## config.mk

```make
export PLATFORM = sky130hd
export DESIGN_NAME = cdd_divider
export DESIGN_NICKNAME = d
export VERILOG_FILES = /design/src/rtl/cdd_pkg.sv /design/src/rtl/cdd_divider.sv
export SDC_FILE = /design/constraint.sdc
export NUM_CORES = 1
export LEC_CHECK = 0
export CAP_MARGIN = 20
export CORE_MARGIN = 2
export CORE_UTILIZATION = 60
export DETAILED_ROUTE_END_ITERATION = 16
export DONT_BUFFER_PORTS = 1
export PLACE_DENSITY = 0.76
export SLEW_MARGIN = 15
export SYNTH_ARGS = -nofsm -noshare
export SYNTH_HDL_FRONTEND = slang
export SYNTH_HIERARCHICAL = 1
export SYNTH_SLANG_ARGS = --single-unit
export TNS_END_PERCENT = 30
```

## constraint.sdc

```tcl
create_clock -name pclk -period 5.7 [get_ports pclk]
set_input_delay 0.285 -clock pclk [delete_from_list [all_inputs] [get_ports pclk]]
set_output_delay 0.285 -clock pclk [all_outputs]
set_load 0.1 [all_outputs]
```

## src/rtl/cdd_pkg.sv

```systemverilog
// Package for the cascaded channel divider with duty-cycle correction.
// Assumes a single APB clock domain; offsets are byte addresses.
package cdd_pkg;

    localparam int CDD_CNT_W = 4;
    localparam int CDD_RATIO_W = 11;

    localparam logic [11:0] CDD_CTRL_OFS = 12'h000;
    localparam logic [11:0] CDD_STAT_OFS = 12'h004;

    // Control word fields
    localparam int CDD_N1_POS = 0;
    localparam int CDD_M1_POS = 4;
    localparam int CDD_N2_POS = 8;
    localparam int CDD_M2_POS = 12;
    localparam int CDD_BYP1_POS = 16;
    localparam int CDD_BYP2_POS = 17;
    localparam int CDD_CORR_DIS_POS = 18;
    localparam int CDD_PRE_POS = 20;

    // Status word fields
    localparam int CDD_RATIO_POS = 0;
    localparam int CDD_LVL_POS = 16;
    localparam int CDD_OK_POS = 17;

    localparam logic [31:0] CDD_CTRL_RST = 32'h0000_0000;
    localparam logic [2:0] CDD_PRE_MIN = 3'h2;

    typedef struct packed {
        logic [2:0] pre_ratio;
        // Hole at bit 19 keeps the prescaler field at its word position
        logic pad;
        logic duty_correction_disable;
        logic byp2;
        logic byp1;
        logic [CDD_CNT_W-1:0] m2;
        logic [CDD_CNT_W-1:0] n2;
        logic [CDD_CNT_W-1:0] m1;
        logic [CDD_CNT_W-1:0] n1;
    } cdd_cfg_s;

    typedef struct packed {
        logic lvl;
        logic rise;
        logic fall;
    } cdd_edge_s;

endpackage : cdd_pkg

```

## src/rtl/cdd_divider.sv

```systemverilog
// Cascaded two-stage channel divider with optional duty-cycle correction,
// an optional upstream prescaler and an APB register slave.
// Assumes src_clk is sampled synchronously to pclk, below half its rate.
//
// Our own choices: register access over APB and the register addresses.
`timescale 1ns/1ps

////////////////////////////////////////////////////////////////////////////
module cdd_stage
    import cdd_pkg::*;
#(
    parameter int W = CDD_CNT_W
) (
    input wire logic pclk,
    input wire logic presetn,
    input wire logic ce,
    input wire logic [W-1:0] n,
    input wire logic [W-1:0] m,
    input wire logic corr_en,
    input wire logic in_rise,
    input wire logic in_fall,
    output cdd_edge_s out
);
    logic [W-1:0] cnt_q, cnt_d;
    logic out_q, out_d;
    logic pend_q, pend_d;
    logic rise_q, fall_q;
    // Odd ratio when n+m is odd; correction then retimes the fall by half
    wire logic half_w = corr_en & (n[0] ^ m[0]);

    always_comb begin
        cnt_d = cnt_q;
        out_d = out_q;
        pend_d = pend_q;
        if (pend_q && in_fall) begin
            out_d = 1'b0;
            pend_d = 1'b0;
        end else if (in_rise) begin
            if (out_q && !pend_q) begin
                if (cnt_q == n) begin
                    cnt_d = '0;
                    if (half_w) begin
                        pend_d = 1'b1;
                    end else begin
                        out_d = 1'b0;
                    end
                end else begin
                    cnt_d = cnt_q + W'(1);
                end
            end else if (!out_q) begin
                // Low count restarts after a late fall, so the period holds
                if (cnt_q == m) begin
                    cnt_d = '0;
                    out_d = 1'b1;
                end else begin
                    cnt_d = cnt_q + W'(1);
                end
            end
        end
    end

    always_ff @(posedge pclk or negedge presetn) begin
        if (!presetn) begin
            cnt_q <= '0;
            out_q <= 1'b0;
            pend_q <= 1'b0;
            rise_q <= 1'b0;
            fall_q <= 1'b0;
        end else if (ce) begin
            cnt_q <= cnt_d;
            out_q <= out_d;
            pend_q <= pend_d;
            rise_q <= out_d & ~out_q;
            fall_q <= out_q & ~out_d;
        end
    end

    assign out = '{lvl: out_q, rise: rise_q, fall: fall_q};

    property p_plain_high;
        @(posedge pclk) disable iff (!presetn)
        $fell(out_q) && !$past(pend_q) |-> $past(cnt_q) == $past(n) && $past(in_rise);
    endproperty
    a_plain_high: assert property (p_plain_high) else $error("stage high too short or long");

    property p_half_fall;
        @(posedge pclk) disable iff (!presetn)
        $fell(out_q) && $past(half_w) |-> $past(in_fall) && $past(pend_q);
    endproperty
    a_half_fall: assert property (p_half_fall) else $error("corrected fall not on input fall");

    property p_low_len;
        @(posedge pclk) disable iff (!presetn)
        $rose(out_q) |-> $past(cnt_q) == $past(m) && $past(in_rise);
    endproperty
    a_low_len: assert property (p_low_len) else $error("stage low count wrong");

    property p_bad_setup;
        @(posedge pclk) disable iff (!presetn)
        ce && in_rise && !out_q && !pend_q && cnt_q == m && corr_en && (m != n + W'(1))
        |=> out_q && cnt_q == '0;
    endproperty
    a_bad_setup: assert property (p_bad_setup) else $error("bad setup stopped division");

endmodule : cdd_stage

////////////////////////////////////////////////////////////////////////////
module cdd_divider
    import cdd_pkg::*;
#(
    parameter int AW = 12
) (
    input wire logic pclk,
    input wire logic presetn,
    input wire logic ce,
    input wire logic psel,
    input wire logic penable,
    input wire logic pwrite,
    input wire logic [AW-1:0] paddr,
    input wire logic [31:0] pwdata,
    output logic [31:0] prdata,
    output logic pready,
    output logic pslverr,
    input wire logic src_clk,
    output logic clk_out
);
    function automatic logic [2*CDD_CNT_W-1:0] pre_nm(input logic [2:0] p);
        logic [CDD_CNT_W-1:0] nn;
        nn = CDD_CNT_W'(p >> 1) - CDD_CNT_W'(1);
        return {CDD_CNT_W'(p) - nn - CDD_CNT_W'(2), nn};
    endfunction : pre_nm

    function automatic logic [CDD_RATIO_W-1:0] stage_ratio(
        input logic byp, input logic [CDD_CNT_W-1:0] n, input logic [CDD_CNT_W-1:0] m);
        return byp ? CDD_RATIO_W'(1) : CDD_RATIO_W'(n) + CDD_RATIO_W'(m) + CDD_RATIO_W'(2);
    endfunction : stage_ratio

    cdd_cfg_s cfg_q;
    logic [31:0] prdata_q;
    logic pready_q, pslverr_q, clk_out_q, src_q;
    logic [CDD_CNT_W-1:0] hi_cnt_q;

    ////////////////////////////////////////////////////////////////////////
    // Register decode
    wire logic setup_w = psel & ~penable;
    wire logic wr_w = psel & penable & pwrite & pready_q;
    wire logic hit_ctrl_w = (paddr == AW'(CDD_CTRL_OFS));
    wire logic hit_stat_w = (paddr == AW'(CDD_STAT_OFS));
    // Field by field, so the hole at bit 19 always reads back zero
    cdd_cfg_s wr_cfg_w;
    assign wr_cfg_w = '{pre_ratio: pwdata[CDD_PRE_POS +: 3], pad: 1'b0,
        duty_correction_disable: pwdata[CDD_CORR_DIS_POS], byp2: pwdata[CDD_BYP2_POS],
        byp1: pwdata[CDD_BYP1_POS], m2: pwdata[CDD_M2_POS +: CDD_CNT_W],
        n2: pwdata[CDD_N2_POS +: CDD_CNT_W], m1: pwdata[CDD_M1_POS +: CDD_CNT_W],
        n1: pwdata[CDD_N1_POS +: CDD_CNT_W]};
    wire logic corr_en_w = ~cfg_q.duty_correction_disable;
    wire logic pre_used_w = cfg_q.pre_ratio >= CDD_PRE_MIN;
    wire logic [CDD_RATIO_W-1:0] ratio_w = CDD_RATIO_W'(
        stage_ratio(cfg_q.byp1, cfg_q.n1, cfg_q.m1)
        * stage_ratio(cfg_q.byp2, cfg_q.n2, cfg_q.m2));
    wire logic even1_w = ~(cfg_q.n1[0] ^ cfg_q.m1[0]);
    wire logic even2_w = ~(cfg_q.n2[0] ^ cfg_q.m2[0]);
    // Only flags a setup that defeats correction; division still runs
    wire logic ok1_w = cfg_q.byp1 | (even1_w ? cfg_q.m1 == cfg_q.n1
        : cfg_q.m1 == cfg_q.n1 + CDD_CNT_W'(1));
    wire logic ok2_w = cfg_q.byp2 | (even2_w ? cfg_q.m2 == cfg_q.n2
        : cfg_q.m2 == cfg_q.n2 + CDD_CNT_W'(1));
    wire logic ok_w = ok1_w & ok2_w & ~(cfg_q.byp1 & ~cfg_q.byp2)
        & ~(~cfg_q.byp1 & ~cfg_q.byp2 & even1_w & ~even2_w);
    wire logic [31:0] stat_w = (32'(ratio_w) << CDD_RATIO_POS)
        | (32'(clk_out_q) << CDD_LVL_POS) | (32'(ok_w) << CDD_OK_POS);
    wire logic [31:0] rd_w = hit_ctrl_w ? 32'(cfg_q) : (hit_stat_w ? stat_w : 32'h0);

    ////////////////////////////////////////////////////////////////////////
    // Divider chain: prescaler, first stage, second stage
    wire logic [2*CDD_CNT_W-1:0] pnm_w = pre_nm(cfg_q.pre_ratio);
    cdd_edge_s src_e, pre_e, s1_e, s2_e, l0_e, l1_e, l2_e;
    assign src_e = '{lvl: src_clk, rise: src_clk & ~src_q, fall: ~src_clk & src_q};

    cdd_stage #(.W(CDD_CNT_W)) u_pre (.pclk(pclk), .presetn(presetn), .ce(ce),
        .n(pnm_w[CDD_CNT_W-1:0]), .m(pnm_w[2*CDD_CNT_W-1:CDD_CNT_W]), .corr_en(corr_en_w),
        .in_rise(src_e.rise), .in_fall(src_e.fall), .out(pre_e));
    assign l0_e = pre_used_w ? pre_e : src_e;
    cdd_stage #(.W(CDD_CNT_W)) u_st1 (.pclk(pclk), .presetn(presetn), .ce(ce),
        .n(cfg_q.n1), .m(cfg_q.m1), .corr_en(corr_en_w),
        .in_rise(l0_e.rise), .in_fall(l0_e.fall), .out(s1_e));
    assign l1_e = cfg_q.byp1 ? l0_e : s1_e;
    cdd_stage #(.W(CDD_CNT_W)) u_st2 (.pclk(pclk), .presetn(presetn), .ce(ce),
        .n(cfg_q.n2), .m(cfg_q.m2), .corr_en(corr_en_w),
        .in_rise(l1_e.rise), .in_fall(l1_e.fall), .out(s2_e));
    assign l2_e = cfg_q.byp2 ? l1_e : s2_e;

    ////////////////////////////////////////////////////////////////////////
    always_ff @(posedge pclk or negedge presetn) begin
        if (!presetn) begin
            cfg_q <= cdd_cfg_s'(CDD_CTRL_RST[$bits(cdd_cfg_s)-1:0]);
            prdata_q <= 32'h0;
            pready_q <= 1'b0;
            pslverr_q <= 1'b0;
            clk_out_q <= 1'b0;
            src_q <= 1'b0;
            hi_cnt_q <= '0;
        end else if (ce) begin
            pready_q <= setup_w;
            if (setup_w) begin
                prdata_q <= rd_w;
                pslverr_q <= ~(hit_ctrl_w | (hit_stat_w & ~pwrite));
            end
            if (wr_w && hit_ctrl_w) begin
                cfg_q <= wr_cfg_w;
            end
            src_q <= src_clk;
            clk_out_q <= l2_e.lvl;
            // Helper count of input rises while the prescaler is high
            if (!pre_e.lvl) begin
                hi_cnt_q <= '0;
            end else if (src_e.rise) begin
                hi_cnt_q <= hi_cnt_q + CDD_CNT_W'(1);
            end
        end
    end

    assign prdata = prdata_q;
    assign pready = pready_q;
    assign pslverr = pslverr_q;
    assign clk_out = clk_out_q;

    property p_reset_corr;
        @(posedge pclk) $rose(presetn) |-> !cfg_q.duty_correction_disable;
    endproperty
    a_reset_corr: assert property (p_reset_corr) else $error("correction off after reset");

    property p_pre_plain;
        @(posedge pclk) disable iff (!presetn)
        $fell(pre_e.lvl) && $past(!corr_en_w && pre_used_w)
        |-> hi_cnt_q == $past(pnm_w[CDD_CNT_W-1:0]) + CDD_CNT_W'(1);
    endproperty
    a_pre_plain: assert property (p_pre_plain) else $error("prescaler high time wrong");

    property p_pre_odd_fall;
        @(posedge pclk) disable iff (!presetn)
        $fell(pre_e.lvl) && $past(corr_en_w && cfg_q.pre_ratio[0]) |-> $past(src_e.fall);
    endproperty
    a_pre_odd_fall: assert property (p_pre_odd_fall) else $error("odd prescaler fall off");

    property p_even2_fall;
        @(posedge pclk) disable iff (!presetn)
        $fell(s2_e.lvl) && $past(even2_w) |-> $past(l1_e.rise);
    endproperty
    a_even2_fall: assert property (p_even2_fall) else $error("even second stage off rise");

    property p_passthru;
        @(posedge pclk) disable iff (!presetn)
        ce && cfg_q.byp1 && cfg_q.byp2 && !pre_used_w |=> clk_out_q == $past(src_clk);
    endproperty
    a_passthru: assert property (p_passthru) else $error("bypass does not follow input");

endmodule : cdd_divider

```

==> results of run 1 <==
layout by cell type, fill, tap and decap left out, types with 12 or more instances in the layout:
cell type,n
dfrtp_1,70
inv_1,57
nor2_1,57
nand2_1,53
ha_1,43
xnor2_1,25
xor2_1,24
o21ai_0,22
nand3_1,20
a21oi_1,19
fa_1,19
mux2_1,12
repair_timing:
item	4_1_cts	5_1_grt
hold endpoints to repair	71	0
hold buffers	3	0
gates resized for setup	0	0
buffers inserted	0	0
report_power, final:
group | total (mW) | switching [mW] | internal, mW
clock network | 0.459 | 0.200 | 0.259
logic | 0.123 | 0.0793 | 0.0436
registers | 0.649 | 0.128 | 0.521
area by class of cell:
class                           count  area (µm²)
Fill cell                         719        3090
Tap cell                          108         135
Inverter                           58         218
Timing Repair Buffer                5        62.6
Clock buffer                       11         141
Sequential cell                    70        1750
Clock inverter                      5        81.3
Multi-Input combinational cell    434        3280
routing by layer:
| metal | track usage (%) | up-vias |
|---|---|---|
| li1 | - | 1964 |
| met1 | 33.4 | 2087 |
| met2 | 43.2 | 114 |
| met3 | 5.13 | 18 |
| met4 | 8.96 | 0 |
| met5 | 0 | - |
through the flow:
step | util [%] | worst slack [ns] | hold slack [ns] | std cells
CTS | 64.7 | 0.498 | 0.000947 | 691
finish | 64.7 | 0.472 | 0.0132 | 691
global route | 64.7 | 0.201 | 0.000905 | 691
floorplan | - | 0.919 | -0.0106 | 597
global placement | 61.7 | 0.656 | -0.00851 | 672
detailed placement | 61.7 | 0.486 | -0.00809 | 672
state kept, by name, indices dropped and copies added (netlist names), 4 cells and up:
| register | flops |
|---|---|
| prdata | 22 |
| u_st1/cnt_q | 4 |
| u_st2/cnt_q | 4 |
| cfg_q | 22 |
| u_pre/cnt_q | 4 |
critical path, delay by kind of cell, from the launching register on:
| family | cells | cell delay, ns |
|---|---|---|
| xor+xnor | 1 | 0.14 |
| flops | 1 | 0.48 |
| fa+ha+maj | 6 | 2.59 |
| simple gates | 3 | 0.65 |
| buf+inv | 1 | 0.05 |
| compound gates | 6 | 1.19 |
path summary, 6_finish.rpt:
kind	to	depth (start not counted)	slack, ns	startpoint
max	prdata[9]	17	0.47	cfg_q[10]
min	pready	1	0.01	ce
max reg2reg	prdata[9]	17	0.47	cfg_q[10]
min reg2reg	prdata[20]	2	0.51	cfg_q[20]
max in group asynchronous	prdata[9]	2	4.88	presetn
min in group asynchronous	cfg_q[1]	2	0.52	presetn
==> flow_summary.ini, run 1 <==
[grt]
grt_usage_pct = 25.8
grt_overflow = 0
grt_pass1_wl_mm = 20.4
grt_pass1_vias = 4254
grt_max_degree = 71
antenna_found_initial = 0

[die]
initial_core_util_pct = 62.1
die-height_um = 99.3
rows = 34
core_area_um2 = 8760
io_pins = 86
dieArea_um2 = 9850
die_w_um = 99.3

[sta]
setup_viol_count_final = 0
fmax_mhz = 191
clock-skew-final_ns = 0.0105
period_minus_slack_ns = 5.23
fin_crit_sh_pct = 91.7
tightest_slew_ns = 1.10
finalMaxSlewViolations = 0
grt_setup_unrepaired = no
max_slew_margin_pct = 26.5
tns_ns = 0
hold_violations = 0

[pwr]
power_mw = 1.23
cellPowerDensity_nw_per_um2 = 217
cellLeakagePower_nw = 2.76
peakVddDrop_mv = 0.156

[drt]
routedWlPerCell_um = 17.6
drcViolationCount = 0
wl_met1_mm = 5.27
vias_per_cell = 6.05
highest_layer = met4
drt_iter0_drc = 177
dr_wl_met3_um = 615
wl_mm = 12.1
ant_nets = 0
dr.pass1.iters = 4
vias = 4183
wl_met2_mm = 6.07

[clock_network]
cts_sinks = 70
clk_path_buf_depth = 2
htreeDepth = 3
cts_buffers = 9
cts_tree = done
clk_root_buffer_cell = clkbuf_8
path_clk_slew_ns = 0.08
clkLatencyLatePin_ns = 0.36

[worst_setup_path]
cp_max_fo = 6
cp_cell_sequence = ha_1 > ha_1 > a21o_1 > a21oi_1 > xnor2_1 > nand2_1 > or2_2 > fa_1 > fa_1 > fa_1 > inv_1 > ha_1 > nor2b_1 > o21a_1 > o2111a_1 > a211oi_1 > o21ai_0
max_stage_delay_ns = 0.56
crit_required_ns = 5.93
critical_path_class = flip-flop to flip-flop
endpoint_kind = flip-flop
crit_path_start_kind = flip-flop
critical_path_arrival_ns = 5.46
slowest_stage = fa_1

[place]
place_area_um2 = 5400
io_buffers = 0
gp_congestion = 0.880
place_hpwl_mm = 8.96

[final_layout]
layout-drive-gt1-share_pct = 8.06
nets = 691
design_area_um2 = 5670
area_delta_synth_final_pct = 4.20
diodes = 0

[status]
outcome = finished, final reports clean

[logic_synthesis]
syn_area_per_cell_um2 = 9.26
synth_warnings = 6
syn_area_um2 = 5450
synthCells = 588

[min_path]
hold_class = input port to flip-flop

[flow_run]
cap_violations = 0
No activity file was read; power rests on OpenSTA's default activity.
==> inputs of run 2 (changes only) <==
--- a/config.mk
+++ b/config.mk
@@ -6,11 +6,13 @@
 export NUM_CORES = 1
 export LEC_CHECK = 0
 export CAP_MARGIN = 20
+export CELL_PAD_IN_SITES_DETAIL_PLACEMENT = 1
+export CELL_PAD_IN_SITES_GLOBAL_PLACEMENT = 2
 export CORE_MARGIN = 2
-export CORE_UTILIZATION = 60
+export CORE_UTILIZATION = 40
 export DETAILED_ROUTE_END_ITERATION = 16
 export DONT_BUFFER_PORTS = 1
-export PLACE_DENSITY = 0.76
+export PLACE_DENSITY_LB_ADDON = 0.1
 export SLEW_MARGIN = 15
 export SYNTH_ARGS = -nofsm -noshare
 export SYNTH_HDL_FRONTEND = slang
==> run 2 against run 1 <==
Compared with the run above: via count decreased by 2.4%; register-to-register slack got worse by 0.09 ns; fmax decreased by 1.7%; utilization decreased by 21 points; first-iteration DRC count decreased by 1.7%; design area increased by 2.8%; critical path depth increased by 1; cell count increased by 10%; clock-buffer cell count unchanged; sequential share of layout area decreased by 0.84 points; clock power increased by 12%; highest routed layer unchanged.
==> flow_summary.ini, run 2 (synthesized netlist as in run 1, its figures left out) <==
[grt]
grt_pass1_wl_mm = 22.9
grt_max_degree = 71
grt_usage_pct = 20.2
grt_overflow = 0
grt_pass1_vias = 4520
antenna_found_initial = 0

[pwr]
p_switching_mw = 0.421
peakVddDrop_mv = 0.157
switching_share_pct = 32.7
cellLeakagePower_nw = 2.81
p_clk_share_pct = 39.9
comb_power_share_pct = 9.5
cellPowerDensity_nw_per_um2 = 221
p_int_mw = 0.868
seq_power_share_pct = 50.6

[min_path]
min_to = u_st1/out_q
hold_class = input port to flip-flop
hp-start = ce
min_path_cells = 1

[clock_network]
htreeDepth = 3
clk_root_buffer_cell = clkbuf_16
cts_resized = 0
clkLatencyLatePin_ns = 0.34
cts_sinks = 70
cts_tree = done
cts.hold.buffers_added = 2
cts_buffers = 9
post_cts_buffers = 0
path_clk_slew_ns = 0.06
clk_path_buf_depth = 2

[worst_setup_path]
ff2ff_path_depth = 18
endpoint_kind = flip-flop
regToRegSetupSlack_ns = 0.38
worstReg2RegEnd = prdata[9]
crit_required_ns = 5.91
crit_path_start_kind = flip-flop
startpoint = cfg_q[9]
cp_max_fo = 7
r2r-start = cfg_q[9]
critical_path_class = flip-flop to flip-flop
critical_path_arrival_ns = 5.53

[die]
rows = 42
dieArea_um2 = 14600
initial_core_util_pct = 41.1
core_area_um2 = 13200
io_pins = 86
die_w_um = 121
die-height_um = 121

[place]
place_hpwl_mm = 10.4
io_buffers = 0
gp_congestion = 0.817
dp_cells = 743

[sta]
max_slew_margin_pct = 33.6
fmax_mhz = 188
grt_setup_unrepaired = no
hold_violations = 0
tns_ns = 0
finalMaxSlewViolations = 0
clock-skew-final_ns = 0.00517
period_minus_slack_ns = 5.32
fin_crit_sh_pct = 93.3
tightest_slew_ns = 0.997
setup_viol_count_final = 0

[drt]
wl_mm = 13.8
drt_iter0_drc = 174
ant_nets = 0
drcViolationCount = 0
vias = 4081
routedWlPerCell_um = 18.1
vias_per_cell = 5.36
dr.pass1.iters = 4

[final_layout]
final_common_cell = dfrtp_1
area_delta_synth_final_pct = 7.12
layout-drive-gt1-share_pct = 8.72
diodes = 0
finalNonFillerCells = 761
utilization_pct = 44.0
nets = 694
mostFrequentLayoutCells = dfrtp_1 (70), inv_1 (57), nor2_1 (56), nand2_1 (53), ha_1 (43)
fillers = 1533

[status]
outcome = finished, final reports clean

[flow_run]
cap_violations = 0
run 2: cell count changes in the layout (fill, tap and decap cells not counted), moves of 2 or more:
cell	before	now
clkbuf_16	0	9
clkbuf_8	10	1
buf_4	2	5
bufinv_16	2	0
clkinv_2	1	3
run 2: how the worst max path moves through the flow:
stage / end / slack, ns / cells past startpoint
2_1_floorplan: prdata[7] / 0.92 / 17
3_3_place_gp: prdata[9] / 0.52 / 18
3_5_place_dp: prdata[9] / 0.42 / 17
4_1_cts: prdata[9] / 0.38 / 17
5_1_grt: prdata[9] / 0.13 / 18
6_report: prdata[9] / 0.38 / 18
run 2: per-layer routing:
layer / up-vias / part of all wire, % / GRT usage, %
li1: 1963 / - / -
met4: 0 / 1.2 / 6.10
met5: - / 0 / 0
met1: 2038 / 46 / 25.4
met3: 11 / 4.5 / 5.05
met2: 69 / 49 / 34.2
run 2: final cells by class:
type / count / area (µm²) / area share [%]
clock inverter: 4 / 23.8 / 0.408
tap: 176 / 220 / 3.78
clock buffer: 11 / 243 / 4.16
inverter: 58 / 218 / 3.73
sequential: 70 / 1750 / 30.0
multi-input combinational: 434 / 3290 / 56.3
timing repair buffer: 8 / 90.1 / 1.54
run 2: critical path: stages, from the launching register on:
cell      delay [ns]
dfrtp_1         0.48
inv_1           0.13
ha_1            0.30
inv_1           0.04
ha_1            0.22
fa_1            0.41
xor2_1          0.16
nand2_1         0.17
or2_2           0.33
fa_1            0.47
fa_1            0.50
fa_1            0.54
inv_1           0.04
ha_1            0.34
nor2b_1         0.15
o21a_1          0.19
o2111a_1        0.23
a211oi_1        0.34
o21ai_0         0.14
run 2: stage by stage:
step                setup WS [ns]  total power, mW  instance area, µm²  hold WS (ns)
CTS                         0.380             1.31                5820        0.0171
floorplan                   0.919            0.757                5480       -0.0106
global placement            0.518            0.767                5510      -0.00747
global route                0.133             1.35                5830        0.0227
finish                      0.379             1.29                5830        0.0330
detailed placement          0.417            0.773                5510      -0.00652
run 2: power by group through the flow:
stage / Combinational, mW / Sequential (mW) / Clock, mW
floorplan: 0.107 / 0.651 / 0
global placement: 0.106 / 0.661 / 0
detailed placement: 0.110 / 0.662 / 0
CTS: 0.124 / 0.653 / 0.531
global route: 0.137 / 0.658 / 0.553
finish: 0.123 / 0.652 / 0.514
